## src/design/smirq_pkg.sv

```systemverilog
// package: offsets, field positions and reset values of the interrupt block
package smirq_pkg;
    localparam int SMIRQ_AW = 8;
    localparam int SMIRQ_NSRC = 6;
    localparam logic [7:0] SMIRQ_OFF_MASK = 8'h2c;
    localparam logic [7:0] SMIRQ_OFF_MSTAT = 8'h30;
    localparam logic [7:0] SMIRQ_OFF_RSTAT = 8'h34;
    localparam logic [7:0] SMIRQ_OFF_TXOCLR = 8'h38;
    localparam logic [7:0] SMIRQ_OFF_RXOCLR = 8'h3c;
    localparam logic [7:0] SMIRQ_OFF_EVSTAT = 8'h60;
    localparam logic [7:0] SMIRQ_OFF_EVMASK = 8'h64;
    localparam int SMIRQ_BIT_CONT = 5;
    localparam int SMIRQ_BIT_RXF = 4;
    localparam int SMIRQ_BIT_RXO = 3;
    localparam int SMIRQ_BIT_RXU = 2;
    localparam int SMIRQ_BIT_TXO = 1;
    localparam int SMIRQ_BIT_TXE = 0;
    localparam logic [5:0] SMIRQ_MASK_RST = 6'h3f;
    localparam logic [5:0] SMIRQ_STAT_RST = 6'h00;
    localparam logic [5:0] SMIRQ_EVMASK_RST = 6'h00;
endpackage : smirq_pkg

```

## src/design/smirq_latch.sv

```systemverilog
// sticky overflow latch: set by a pulse, cleared by a read, set wins
`timescale 1ns/1ps
`default_nettype none
module smirq_latch
    import smirq_pkg::*;
(
    input wire logic clk_sys_i,
    input wire logic rst_b_i,
    input wire logic set_i,
    input wire logic clr_i,
    output logic flag_o
);
    logic flag_d;
    assign flag_d = set_i | (flag_o & ~clr_i);
    always_ff @(posedge clk_sys_i or negedge rst_b_i) begin
        if (!rst_b_i) begin
            flag_o <= 1'b0;
        end else begin
            flag_o <= flag_d;
        end
    end
endmodule : smirq_latch
`default_nettype wire

```

## src/design/smirq_edge.sv

```systemverilog
// rising edge detector for a level source
`timescale 1ns/1ps
`default_nettype none
module smirq_edge (
    input wire logic clk_sys_i,
    input wire logic rst_b_i,
    input wire logic lvl_i,
    output logic rise_o
);
    logic prev_q;
    assign rise_o = lvl_i & ~prev_q;
    always_ff @(posedge clk_sys_i or negedge rst_b_i) begin
        if (!rst_b_i) begin
            prev_q <= 1'b0;
        end else begin
            prev_q <= lvl_i;
        end
    end
endmodule : smirq_edge
`default_nettype wire

```

## src/design/smirq_top.sv

```systemverilog
// interrupt status and clear logic of the spi master
// Summary of operation
// - masked status at 0x30 is read-only, six sources after masking.
// - a masked bit is one only when its source is active and enabled.
// - raw status at 0x34 is read-only, six sources before masking.
// - a raw bit is one whenever its source is active, whatever the mask.
// - bit map: contention 5, rxf 4, rxo 3, rxu 2, txo 1, txe 0.
// - reading 0x38 clears the latched tx overflow interrupt.
// - bit 0 of that read returns the tx overflow state before the clear.
// - reading 0x3c clears the latched rx overflow interrupt.
// - bit 0 of that read returns the rx overflow state before the clear.
// - writes to the two clear registers change nothing.
// - mask at 0x2c: one enables a source, zero masks it, same layout.
`timescale 1ns/1ps
`default_nettype none
module smirq_top
    import smirq_pkg::*;
#(
    parameter int NSRC = SMIRQ_NSRC
) (
    input wire logic clk_sys_i,
    input wire logic rst_b_i,
    input wire logic [SMIRQ_AW-1:0] addr_i,
    input wire logic [31:0] wdata_i,
    input wire logic wr_i,
    input wire logic rd_i,
    output logic [31:0] rdata_o,
    input wire logic contention_irq_i,
    input wire logic rx_full_irq_i,
    input wire logic rx_overflow_set_i,
    input wire logic rx_underflow_irq_i,
    input wire logic tx_overflow_set_i,
    input wire logic tx_empty_irq_i,
    output logic spi_irq_o,
    output logic evt_irq_o
);
    ////////////////////////////////////////////////////////////////////////
    // address decode
    function automatic logic hit(input logic [SMIRQ_AW-1:0] a,
                                 input logic [7:0] off);
        hit = (a == off);
    endfunction : hit

    wire rd_mask = rd_i & hit(addr_i, SMIRQ_OFF_MASK);
    wire rd_mstat = rd_i & hit(addr_i, SMIRQ_OFF_MSTAT);
    wire rd_rstat = rd_i & hit(addr_i, SMIRQ_OFF_RSTAT);
    wire rd_txoclr = rd_i & hit(addr_i, SMIRQ_OFF_TXOCLR);
    wire rd_rxoclr = rd_i & hit(addr_i, SMIRQ_OFF_RXOCLR);
    wire rd_evstat = rd_i & hit(addr_i, SMIRQ_OFF_EVSTAT);
    wire rd_evmask = rd_i & hit(addr_i, SMIRQ_OFF_EVMASK);
    wire wr_mask = wr_i & hit(addr_i, SMIRQ_OFF_MASK);
    wire wr_evstat = wr_i & hit(addr_i, SMIRQ_OFF_EVSTAT);
    wire wr_evmask = wr_i & hit(addr_i, SMIRQ_OFF_EVMASK);

    ////////////////////////////////////////////////////////////////////////
    // overflow latches, cleared by read only
    logic tx_overflow_irq;
    logic rx_overflow_irq;

    smirq_latch u_txo (
        .clk_sys_i(clk_sys_i),
        .rst_b_i(rst_b_i),
        .set_i(tx_overflow_set_i),
        .clr_i(rd_txoclr),
        .flag_o(tx_overflow_irq)
    );

    smirq_latch u_rxo (
        .clk_sys_i(clk_sys_i),
        .rst_b_i(rst_b_i),
        .set_i(rx_overflow_set_i),
        .clr_i(rd_rxoclr),
        .flag_o(rx_overflow_irq)
    );

    ////////////////////////////////////////////////////////////////////////
    // raw and masked status
    logic [NSRC-1:0] mask_q;
    logic [NSRC-1:0] mask_d;
    logic [NSRC-1:0] raw_stat;
    logic [NSRC-1:0] msk_stat;

    always_comb begin
        raw_stat = '0;
        raw_stat[SMIRQ_BIT_CONT] = contention_irq_i;
        raw_stat[SMIRQ_BIT_RXF] = rx_full_irq_i;
        raw_stat[SMIRQ_BIT_RXO] = rx_overflow_irq;
        raw_stat[SMIRQ_BIT_RXU] = rx_underflow_irq_i;
        raw_stat[SMIRQ_BIT_TXO] = tx_overflow_irq;
        raw_stat[SMIRQ_BIT_TXE] = tx_empty_irq_i;
    end

    assign msk_stat = raw_stat & mask_q;
    assign mask_d = wr_mask ? wdata_i[NSRC-1:0] : mask_q;

    always_ff @(posedge clk_sys_i or negedge rst_b_i) begin
        if (!rst_b_i) begin
            mask_q <= SMIRQ_MASK_RST;
        end else begin
            mask_q <= mask_d;
        end
    end

    ////////////////////////////////////////////////////////////////////////
    // sticky event status on source rising edges, write one to clear
    logic [NSRC-1:0] ev_rise;
    logic [NSRC-1:0] evstat_q;
    logic [NSRC-1:0] evstat_d;
    logic [NSRC-1:0] evmask_q;
    logic [NSRC-1:0] evmask_d;

    genvar gi;
    generate
        for (gi = 0; gi < NSRC; gi++) begin : g_edge
            smirq_edge u_edge (
                .clk_sys_i(clk_sys_i),
                .rst_b_i(rst_b_i),
                .lvl_i(raw_stat[gi]),
                .rise_o(ev_rise[gi])
            );
        end
    endgenerate

    assign evstat_d = ev_rise |
        (evstat_q & ~({NSRC{wr_evstat}} & wdata_i[NSRC-1:0]));
    assign evmask_d = wr_evmask ? wdata_i[NSRC-1:0] : evmask_q;

    always_ff @(posedge clk_sys_i or negedge rst_b_i) begin
        if (!rst_b_i) begin
            evstat_q <= SMIRQ_STAT_RST;
            evmask_q <= SMIRQ_EVMASK_RST;
        end else begin
            evstat_q <= evstat_d;
            evmask_q <= evmask_d;
        end
    end

    ////////////////////////////////////////////////////////////////////////
    // read data and interrupt outputs
    logic [31:0] rdata_d;
    logic spi_irq_d;
    logic evt_irq_d;

    always_comb begin
        rdata_d = 32'h0000_0000;
        if (rd_mask) begin
            rdata_d[NSRC-1:0] = mask_q;
        end else if (rd_mstat) begin
            rdata_d[NSRC-1:0] = msk_stat;
        end else if (rd_rstat) begin
            rdata_d[NSRC-1:0] = raw_stat;
        end else if (rd_txoclr) begin
            rdata_d[0] = tx_overflow_irq;
        end else if (rd_rxoclr) begin
            rdata_d[0] = rx_overflow_irq;
        end else if (rd_evstat) begin
            rdata_d[NSRC-1:0] = evstat_q;
        end else if (rd_evmask) begin
            rdata_d[NSRC-1:0] = evmask_q;
        end
    end

    assign spi_irq_d = |msk_stat;
    assign evt_irq_d = |(evstat_q & evmask_q);

    always_ff @(posedge clk_sys_i or negedge rst_b_i) begin
        if (!rst_b_i) begin
            rdata_o <= 32'h0000_0000;
            spi_irq_o <= 1'b0;
            evt_irq_o <= 1'b0;
        end else begin
            rdata_o <= rdata_d;
            spi_irq_o <= spi_irq_d;
            evt_irq_o <= evt_irq_d;
        end
    end

    ////////////////////////////////////////////////////////////////////////
    // checks
    a_mstat_read: assert property (
        @(posedge clk_sys_i) disable iff (!rst_b_i)
        rd_mstat |=> rdata_o == {26'h0, $past(raw_stat & mask_q)})
        else $error("masked status read wrong");

    a_mstat_upper: assert property (
        @(posedge clk_sys_i) disable iff (!rst_b_i)
        rd_mstat |=> rdata_o[31:6] == 26'h0)
        else $error("masked status upper bits nonzero");

    a_mask_gate: assert property (
        @(posedge clk_sys_i) disable iff (!rst_b_i)
        (msk_stat == 6'h00) |=> !spi_irq_o)
        else $error("irq high with nothing unmasked");

    a_irq_set: assert property (
        @(posedge clk_sys_i) disable iff (!rst_b_i)
        (msk_stat != 6'h00) |=> spi_irq_o)
        else $error("irq low with an unmasked source");

    a_mstat_bit: assert property (
        @(posedge clk_sys_i) disable iff (!rst_b_i)
        rd_mstat && !mask_q[SMIRQ_BIT_TXE] |=> !rdata_o[SMIRQ_BIT_TXE])
        else $error("masked source shows in masked status");

    a_rstat_val: assert property (
        @(posedge clk_sys_i) disable iff (!rst_b_i)
        rd_rstat |=> rdata_o == {26'h0, $past(raw_stat)})
        else $error("raw status read wrong");

    a_rstat_read: assert property (
        @(posedge clk_sys_i) disable iff (!rst_b_i)
        rd_rstat && tx_empty_irq_i |=> rdata_o[0])
        else $error("raw status lost tx empty");

    a_rstat_upper: assert property (
        @(posedge clk_sys_i) disable iff (!rst_b_i)
        rd_rstat |=> rdata_o[31:6] == 26'h0)
        else $error("raw status upper bits nonzero");

    a_cont_pos: assert property (
        @(posedge clk_sys_i) disable iff (!rst_b_i)
        rd_rstat && contention_irq_i |=> rdata_o[5])
        else $error("contention not at bit 5");

    a_rxf_pos: assert property (
        @(posedge clk_sys_i) disable iff (!rst_b_i)
        rd_rstat && rx_full_irq_i |=> rdata_o[SMIRQ_BIT_RXF])
        else $error("rx full not at its bit");

    a_rxo_pos: assert property (
        @(posedge clk_sys_i) disable iff (!rst_b_i)
        rd_rstat && rx_overflow_irq |=> rdata_o[SMIRQ_BIT_RXO])
        else $error("rx overflow not at its bit");

    a_rxu_pos: assert property (
        @(posedge clk_sys_i) disable iff (!rst_b_i)
        rd_rstat && rx_underflow_irq_i |=> rdata_o[SMIRQ_BIT_RXU])
        else $error("rx underflow not at its bit");

    a_txo_pos: assert property (
        @(posedge clk_sys_i) disable iff (!rst_b_i)
        rd_rstat && tx_overflow_irq |=> rdata_o[SMIRQ_BIT_TXO])
        else $error("tx overflow not at its bit");

    a_txo_clear: assert property (
        @(posedge clk_sys_i) disable iff (!rst_b_i)
        rd_txoclr && !tx_overflow_set_i |=> !tx_overflow_irq)
        else $error("tx overflow not cleared by read");

    a_set_wins: assert property (
        @(posedge clk_sys_i) disable iff (!rst_b_i)
        tx_overflow_set_i |=> tx_overflow_irq)
        else $error("overflow event lost");

    a_txo_value: assert property (
        @(posedge clk_sys_i) disable iff (!rst_b_i)
        rd_txoclr |=> rdata_o == {31'h0, $past(tx_overflow_irq)})
        else $error("tx clear read value wrong");

    a_txo_upper: assert property (
        @(posedge clk_sys_i) disable iff (!rst_b_i)
        rd_txoclr |=> rdata_o[31:1] == 31'h0)
        else $error("tx clear upper bits nonzero");

    a_rxo_clear: assert property (
        @(posedge clk_sys_i) disable iff (!rst_b_i)
        rd_rxoclr && !rx_overflow_set_i |=> !rx_overflow_irq)
        else $error("rx overflow not cleared by read");

    a_rxo_sticky: assert property (
        @(posedge clk_sys_i) disable iff (!rst_b_i)
        rx_overflow_set_i |=> rx_overflow_irq)
        else $error("rx overflow event lost");

    a_rxo_value: assert property (
        @(posedge clk_sys_i) disable iff (!rst_b_i)
        rd_rxoclr |=> rdata_o == {31'h0, $past(rx_overflow_irq)})
        else $error("rx clear read value wrong");

    a_rxo_upper: assert property (
        @(posedge clk_sys_i) disable iff (!rst_b_i)
        rd_rxoclr |=> rdata_o[31:1] == 31'h0)
        else $error("rx clear upper bits nonzero");

    a_clr_wr_none: assert property (
        @(posedge clk_sys_i) disable iff (!rst_b_i)
        wr_i && (hit(addr_i, SMIRQ_OFF_TXOCLR) ||
            hit(addr_i, SMIRQ_OFF_RXOCLR)) && tx_overflow_irq
            |=> tx_overflow_irq)
        else $error("write to clear register had effect");

    a_rxo_wr_none: assert property (
        @(posedge clk_sys_i) disable iff (!rst_b_i)
        wr_i && hit(addr_i, SMIRQ_OFF_RXOCLR) && rx_overflow_irq
            |=> rx_overflow_irq)
        else $error("write to rx clear register had effect");

    a_clr_wr_mask: assert property (
        @(posedge clk_sys_i) disable iff (!rst_b_i)
        wr_i && (hit(addr_i, SMIRQ_OFF_TXOCLR) ||
            hit(addr_i, SMIRQ_OFF_RXOCLR)) |=> mask_q == $past(mask_q))
        else $error("write to clear register changed mask");

    a_mask_write: assert property (
        @(posedge clk_sys_i) disable iff (!rst_b_i)
        wr_mask |=> mask_q == $past(wdata_i[5:0]))
        else $error("mask write not stored");

    a_mask_hold: assert property (
        @(posedge clk_sys_i) disable iff (!rst_b_i)
        !wr_mask |=> mask_q == $past(mask_q))
        else $error("mask changed without a write");

    a_evt_gate: assert property (
        @(posedge clk_sys_i) disable iff (!rst_b_i)
        ((evstat_q & evmask_q) == 6'h00) |=> !evt_irq_o)
        else $error("event irq high with nothing enabled");
endmodule : smirq_top
`default_nettype wire

```

## config.mk

```make
export PLATFORM = sky130hd
export DESIGN_NAME = smirq_top
export DESIGN_NICKNAME = d
export VERILOG_FILES = /design/src/design/smirq_pkg.sv /design/src/design/smirq_latch.sv /design/src/design/smirq_edge.sv /design/src/design/smirq_top.sv
export SDC_FILE = /design/constraint.sdc
export NUM_CORES = 1
export LEC_CHECK = 0
export ABC_AREA = 1
export BUFFER_PORTS_ARGS = -buffer_cell sky130_fd_sc_hd__buf_2
export CAP_MARGIN = 20
export CORE_MARGIN = 2
export CORE_UTILIZATION = 51
export CTS_CLUSTER_DIAMETER = 200
export DETAILED_ROUTE_END_ITERATION = 10
export PLACE_DENSITY = 0.91
export SKIP_LAST_GASP = 1
export SYNTH_ARGS = -nofsm -noshare
export SYNTH_HDL_FRONTEND = slang
export SYNTH_HIERARCHICAL = 1
export SYNTH_SLANG_ARGS = --single-unit
```

## constraint.sdc

```tcl
create_clock -name clk_sys_i -period 1.5 [get_ports clk_sys_i]
set_input_delay 0.3 -clock clk_sys_i [delete_from_list [all_inputs] [get_ports clk_sys_i]]
set_output_delay 0.3 -clock clk_sys_i [all_outputs]
set_load 0.02 [all_outputs]
```

==> metrics.csv, run 1 <==
metric;value;unit
skew;0.00591;ns
grt_start_max_net_pins;19;
core_area;0.00363;mm2
pre_cts_ws;0.0128;ns
slew_viol_final;0;
critPathMaxFanout;6;
synth_seq_cells;34;
gp_congestion;0.903;
netlist_area;0.00191;mm2
io_pins;84;
grt_overflow;0;
syn_avg_cell_area;8.51;um2
drt_iter0_drc;75;
max_freq;859;MHz
p_leak;1.11;nW
finalCritPeriodShare;77.6;%
met3_usage;4.79;%
cts_tree;yes;
outcome;finished, final reports clean;
antenna_found_initial;0;
die_area;0.00426;mm2
cts_buffers;5;
placedCellCount;306;
routed_wl;3710;um
cap_violations;0;
final_cell_mix;nand2_1, buf_2, inv_1, dfrtp_1, conb_1;
syn_inst;225;
path_class;in2reg;
port_buffers;31;
fill_cells;332;
grt_pass1_vias;1465;
hold_viol;0;
required;1.67;ns
placementRows;22;
grt_pass1_wl;6330;um
fp.dieH;65.3;um
rsz0062_at_grt;false;
total_power;1.92;mW
drc;0;
worst_hold_path_type;in2reg;
fin_nets;316;
synthDistinctLibCells;24;
worstSetupStartpointType;input pin;
area_growth;12.9;%
start_util;52.7;%
firstDrtPassIters;4;
critPathCaptureType;register;
clk_latency;0.29;ns
cp_data_arrival_time;1.33;ns
clk_pin_slew_worst_paths;0.07;ns
dieWidth;65.3;um
grt.busiest_layer;met2;
wire_per_inst;11.8;um
holdWs;0.178;ns
hpwl;2750;um
cts-root-buf;clkbuf_8;
drive_above_1_share;32.2;%
fin_ws;0.336;ns
clock_tree.htree_level_count;2;
ys_seq_area_share;44.8;%
finalSetupTns;0;ns
setup_viol;0;
vdd_drop_max;0.451;mV
period_minus_slack;1.16;ns
n_antenna_cell;0;
cts_buffer_depth;2;
yosysWarningCount;6;
power_density;891;mW/mm2
met2_usage;33.5;%
instances_no_fill;315;
grtUsageTotal;19.8;%
cts.sink_count;34;
mostFrequentLayoutCell;nand2_1;
ant_nets;0;
vias_per_cell;4.78;
route.vias.total;1506;
grtUsageMet1;24.1;%
## synth_stat cells
library cell   n  area, um2
dfrtp_1       28        701
nand2_2        8       50.1
inv_2          2       7.51
a22o_1         1       8.76
a21oi_1        5       25.0
nor4_4         1       21.3
nor2_4         3       33.8
nand3_2        1       10.0
inv_1         29        109
a221oi_1       2       17.5
conb_1         1       3.75
nand3_1       22        110
o21ai_0        6       30.0
dfstp_2        6        158
nor2_1        10       37.5
nand2_1       46        173
nor3_4         1       16.3
buf_6          1       11.3
nand4_1        2       12.5
buf_4         27        203
o21ai_2       12        105
nor2_2         9       56.3
o31ai_1        1       7.51
nand3b_1       1       7.51
## state kept, by name, indices dropped and copies added (netlist names)
register / cells
evmask_q: 6
evstat_q: 6
g_edge.u_edge/prev_q: 6
mask_q: 6
rdata_o: 6
evt_irq_o: 1
spi_irq_o: 1
u_rxo/flag_o: 1
u_txo/flag_o: 1
## worst paths after layout
kind / from / end / slack [ns] / cells past startpoint
max: addr_i[2] / evstat_q[4] / 0.34 / 7
min: tx_empty_irq_i / g_edge[0].u_edge/prev_q / 0.18 / 1
max reg2reg: evmask_q[3] / evt_irq_o / 0.38 / 3
min reg2reg: g_edge[3].u_edge/prev_q / evstat_q[3] / 0.49 / 3
max in group asynchronous: rst_b_i / mask_q[3] / 0.50 / 3
min in group asynchronous: rst_b_i / evstat_q[5] / 0.48 / 2
## critical path, cell delays in order
cell and delay [ns]:
buf_2 0.12, nor2_1 0.16, nand2_2 0.14, nor2_1 0.16
nand2_1 0.18, o21ai_0 0.20, nand2_1 0.07
## repair_timing
item | 4_1_cts | 5_1_grt
resized for setup | 0 | 0
hold buffers | 1 | 0
buffers inserted | 0 | 0
setup endpoints to repair | 0 | 0
hold endpoints to repair | 14 | 0
## layer usage
layer / part of all wire [%] / wire [um]
met1: 42 / 1550
met2: 48 / 1780
met3: 7.2 / 266
met4: 2.7 / 99
met5: 0 / 0
## area by class of cell
cell class                      count  area (um2)  share of cell area [%]
Sequential cell                    34         858                    39.7
Multi-Input combinational cell    157         820                    37.9
Timing Repair Buffer               37         215                    9.96
Inverter                           31         116                    5.39
Clock buffer                        7        86.3                    4.00
Tap cell                           48        60.1                    2.78
Clock inverter                      1        5.00                   0.232
## through the flow
stage / instance area (um2) / util, %
after floorplan: 2010 / -
after global placement: 2060 / 56.7
after detailed placement: 2060 / 56.7
after CTS: 2160 / 59.5
after global routing: 2160 / 59.5
final: 2160 / 59.5
## where the power goes
part	total, mW	switching, mW	internal [mW]
combinational	0.256	0.181	0.0750
clock	0.688	0.318	0.370
sequential	0.981	0.0224	0.958
total	1.92	0.521	1.40
## cells by family after synthesis
family                 count (synthesis)  synth area share (%)
AOI/OAI and AO/OA                     27                  10.1
buffers and inverters                 59                  17.3
DFF                                   34                  44.8
other                                  1                 0.196
and+or+nand+nor                      104                  27.6
No activity file was read; power rests on OpenSTA's default activity.
==> run 2, diff against run 1 <==
Settings changed: CORE_UTILIZATION 51 to 47, PLACE_DENSITY 0.91 to 0.85.
Clock period 1.5 ns to 1.2 ns, I/O delays scaled along.
==> run 2 against run 1 <==
Design area rose by 5.6%. Clock power rose by 27%. Register-to-register slack got worse by 0.32 ns. Critical endpoint is now evt_irq_o. Cell count rose by 5.1%. Count of clock-buffer cells in the layout fell by 1. Setup slack got worse by 0.28 ns. Die area rose by 8.0%. Via count rose by 3.1%. Largest power group unchanged. Clock skew barely moved. Power rose by 27%. Sequential cell count did not move.
==> metrics.csv, run 2 (synthesis results as in run 1) <==
metric;value;unit
fin_nets;330;
start_util;48.2;%
clock_tree.htree_level_count;2;
path_depth;3;
drive_above_1_share;37.0;%
slowest_delay;0.41;ns
cp-endpoint;evt_irq_o;
grt_start_max_net_pins;35;
switching_power;0.670;mW
dieWidth;67.8;um
rr_startpoint;evmask_q[3];
post_cts_buffers;0;
p_leak;1.18;nW
worstSetupStartpointType;register;
placementRows;23;
pre_cts_ws;-0.242;ns
power_density;1070;mW/mm2
finalCritPeriodShare;95.2;%
finalSetupTns;0;ns
io_pins;84;
firstDrtPassIters;4;
port_buffers;31;
path_class;reg2reg;
r2r.worst_path.cells;3;
comb_power_share;13.8;%
n_antenna_cell;0;
vdd_drop_max;0.529;mV
cts_tree;yes;
cp_data_arrival_time;1.30;ns
critPathCaptureType;register;
grt_overflow;0;
clk_pin_slew_worst_paths;0.07;ns
die_area;0.00460;mm2
cts-root-buf;clkbuf_8;
cts_buffer_depth;2;
sw_frac_of_total;27.5;%
cts.sink_count;34;
fp.dieH;67.8;um
drc;0;
clk_latency;0.29;ns
setup_viol;0;
grt_pass1_wl;6350;um
wire_per_inst;11.6;um
mostFrequentLayoutCell;nand2_1;
crit_slowest_cell;dfrtp_1;
cap_violations;0;
total_power;2.44;mW
final_cell_mix;nand2_1, buf_2, inv_1, dfrtp_1, conb_1;
p_seq_share;50.3;%
route.vias.total;1552;
r2r_setup_slack;0.06;ns
grt_pass1_vias;1393;
hold_viol;0;
area_growth;19.2;%
antenna_found_initial;0;
vias_per_cell;4.69;
drt_iter0_drc;130;
max_freq;875;MHz
required;1.35;ns
core_area;0.00397;mm2
hpwl;2920;um
grtUsageTotal;19.1;%
gp_congestion;0.858;
outcome;finished, final reports clean;
routed_wl;3830;um
critPathMaxFanout;3;
worst_hold_path_type;in2reg;
skew;0.00631;ns
period_minus_slack;1.14;ns
fin_ws;0.0571;ns
p_int;1.77;mW
cts_buffers;5;
cp_num_buf_inv;0;
cp_top_family;compound AO/OA/AOI/OAI gates;
crit_start;evmask_q[3];
clockPowerShare;35.8;%
ant_nets;0;
slew_viol_final;0;
r2r_end;evt_irq_o;
crit_chain;a22o_1, a221oi_1, nand3_1;
hold_path_startpoint;tx_empty_irq_i;
rsz0062_at_grt;false;
holdWs;0.111;ns
run 2: final cells by class:
| cell class | instances | area (um2) |
|---|---|---|
| clock buffers | 6 | 82.6 |
| clock inverters | 2 | 12.5 |
| fillers | 370 | 1690 |
| inverters | 31 | 116 |
| multi-input cells | 157 | 830 |
| flip-flops and latches | 34 | 858 |
| well taps | 50 | 62.6 |
| repair buffers | 51 | 320 |
run 2: worst min path at each step:
stage	endpoint	cells after the start
after floorplan	evmask_q[0]	0
after global placement	g_edge[4].u_edge/prev_q	2
after detailed placement	g_edge[4].u_edge/prev_q	2
after CTS	g_edge[0].u_edge/prev_q	1
after global routing	g_edge[0].u_edge/prev_q	1
final	g_edge[0].u_edge/prev_q	1
run 2: timing repair:
| item | in CTS | in global routing |
|---|---|---|
| gates resized for setup | 0 | 3 |
| setup endpoints to repair | 0 | 7 |
| hold endpoints to repair | 28 | 0 |
| hold buffers | 1 | 0 |
run 2: through the flow:
step	util (%)	std cells	instance area (um2)
floorplan	-	250	2010
global placement	54.6	322	2170
detailed placement	54.6	322	2170
CTS	57.2	331	2270
global route	57.5	331	2280
finish	57.5	331	2280
run 2: power groups by stage:
stage | Clock (mW) | Combinational [mW] | Sequential [mW]
floorplan | 0 | 0.242 | 1.26
CTS | 0.907 | 0.339 | 1.23
detailed placement | 0 | 0.335 | 1.25
global placement | 0 | 0.326 | 1.24
finish | 0.873 | 0.337 | 1.23
global route | 0.956 | 0.378 | 1.23
run 2: metal layers:
layer	share of wire, %	wire, um	track usage [%]
met5	0	0	0
met4	1.9	74	9.50
met3	6.2	236	3.78
met2	49	1880	30.0
met1	43	1640	25.3
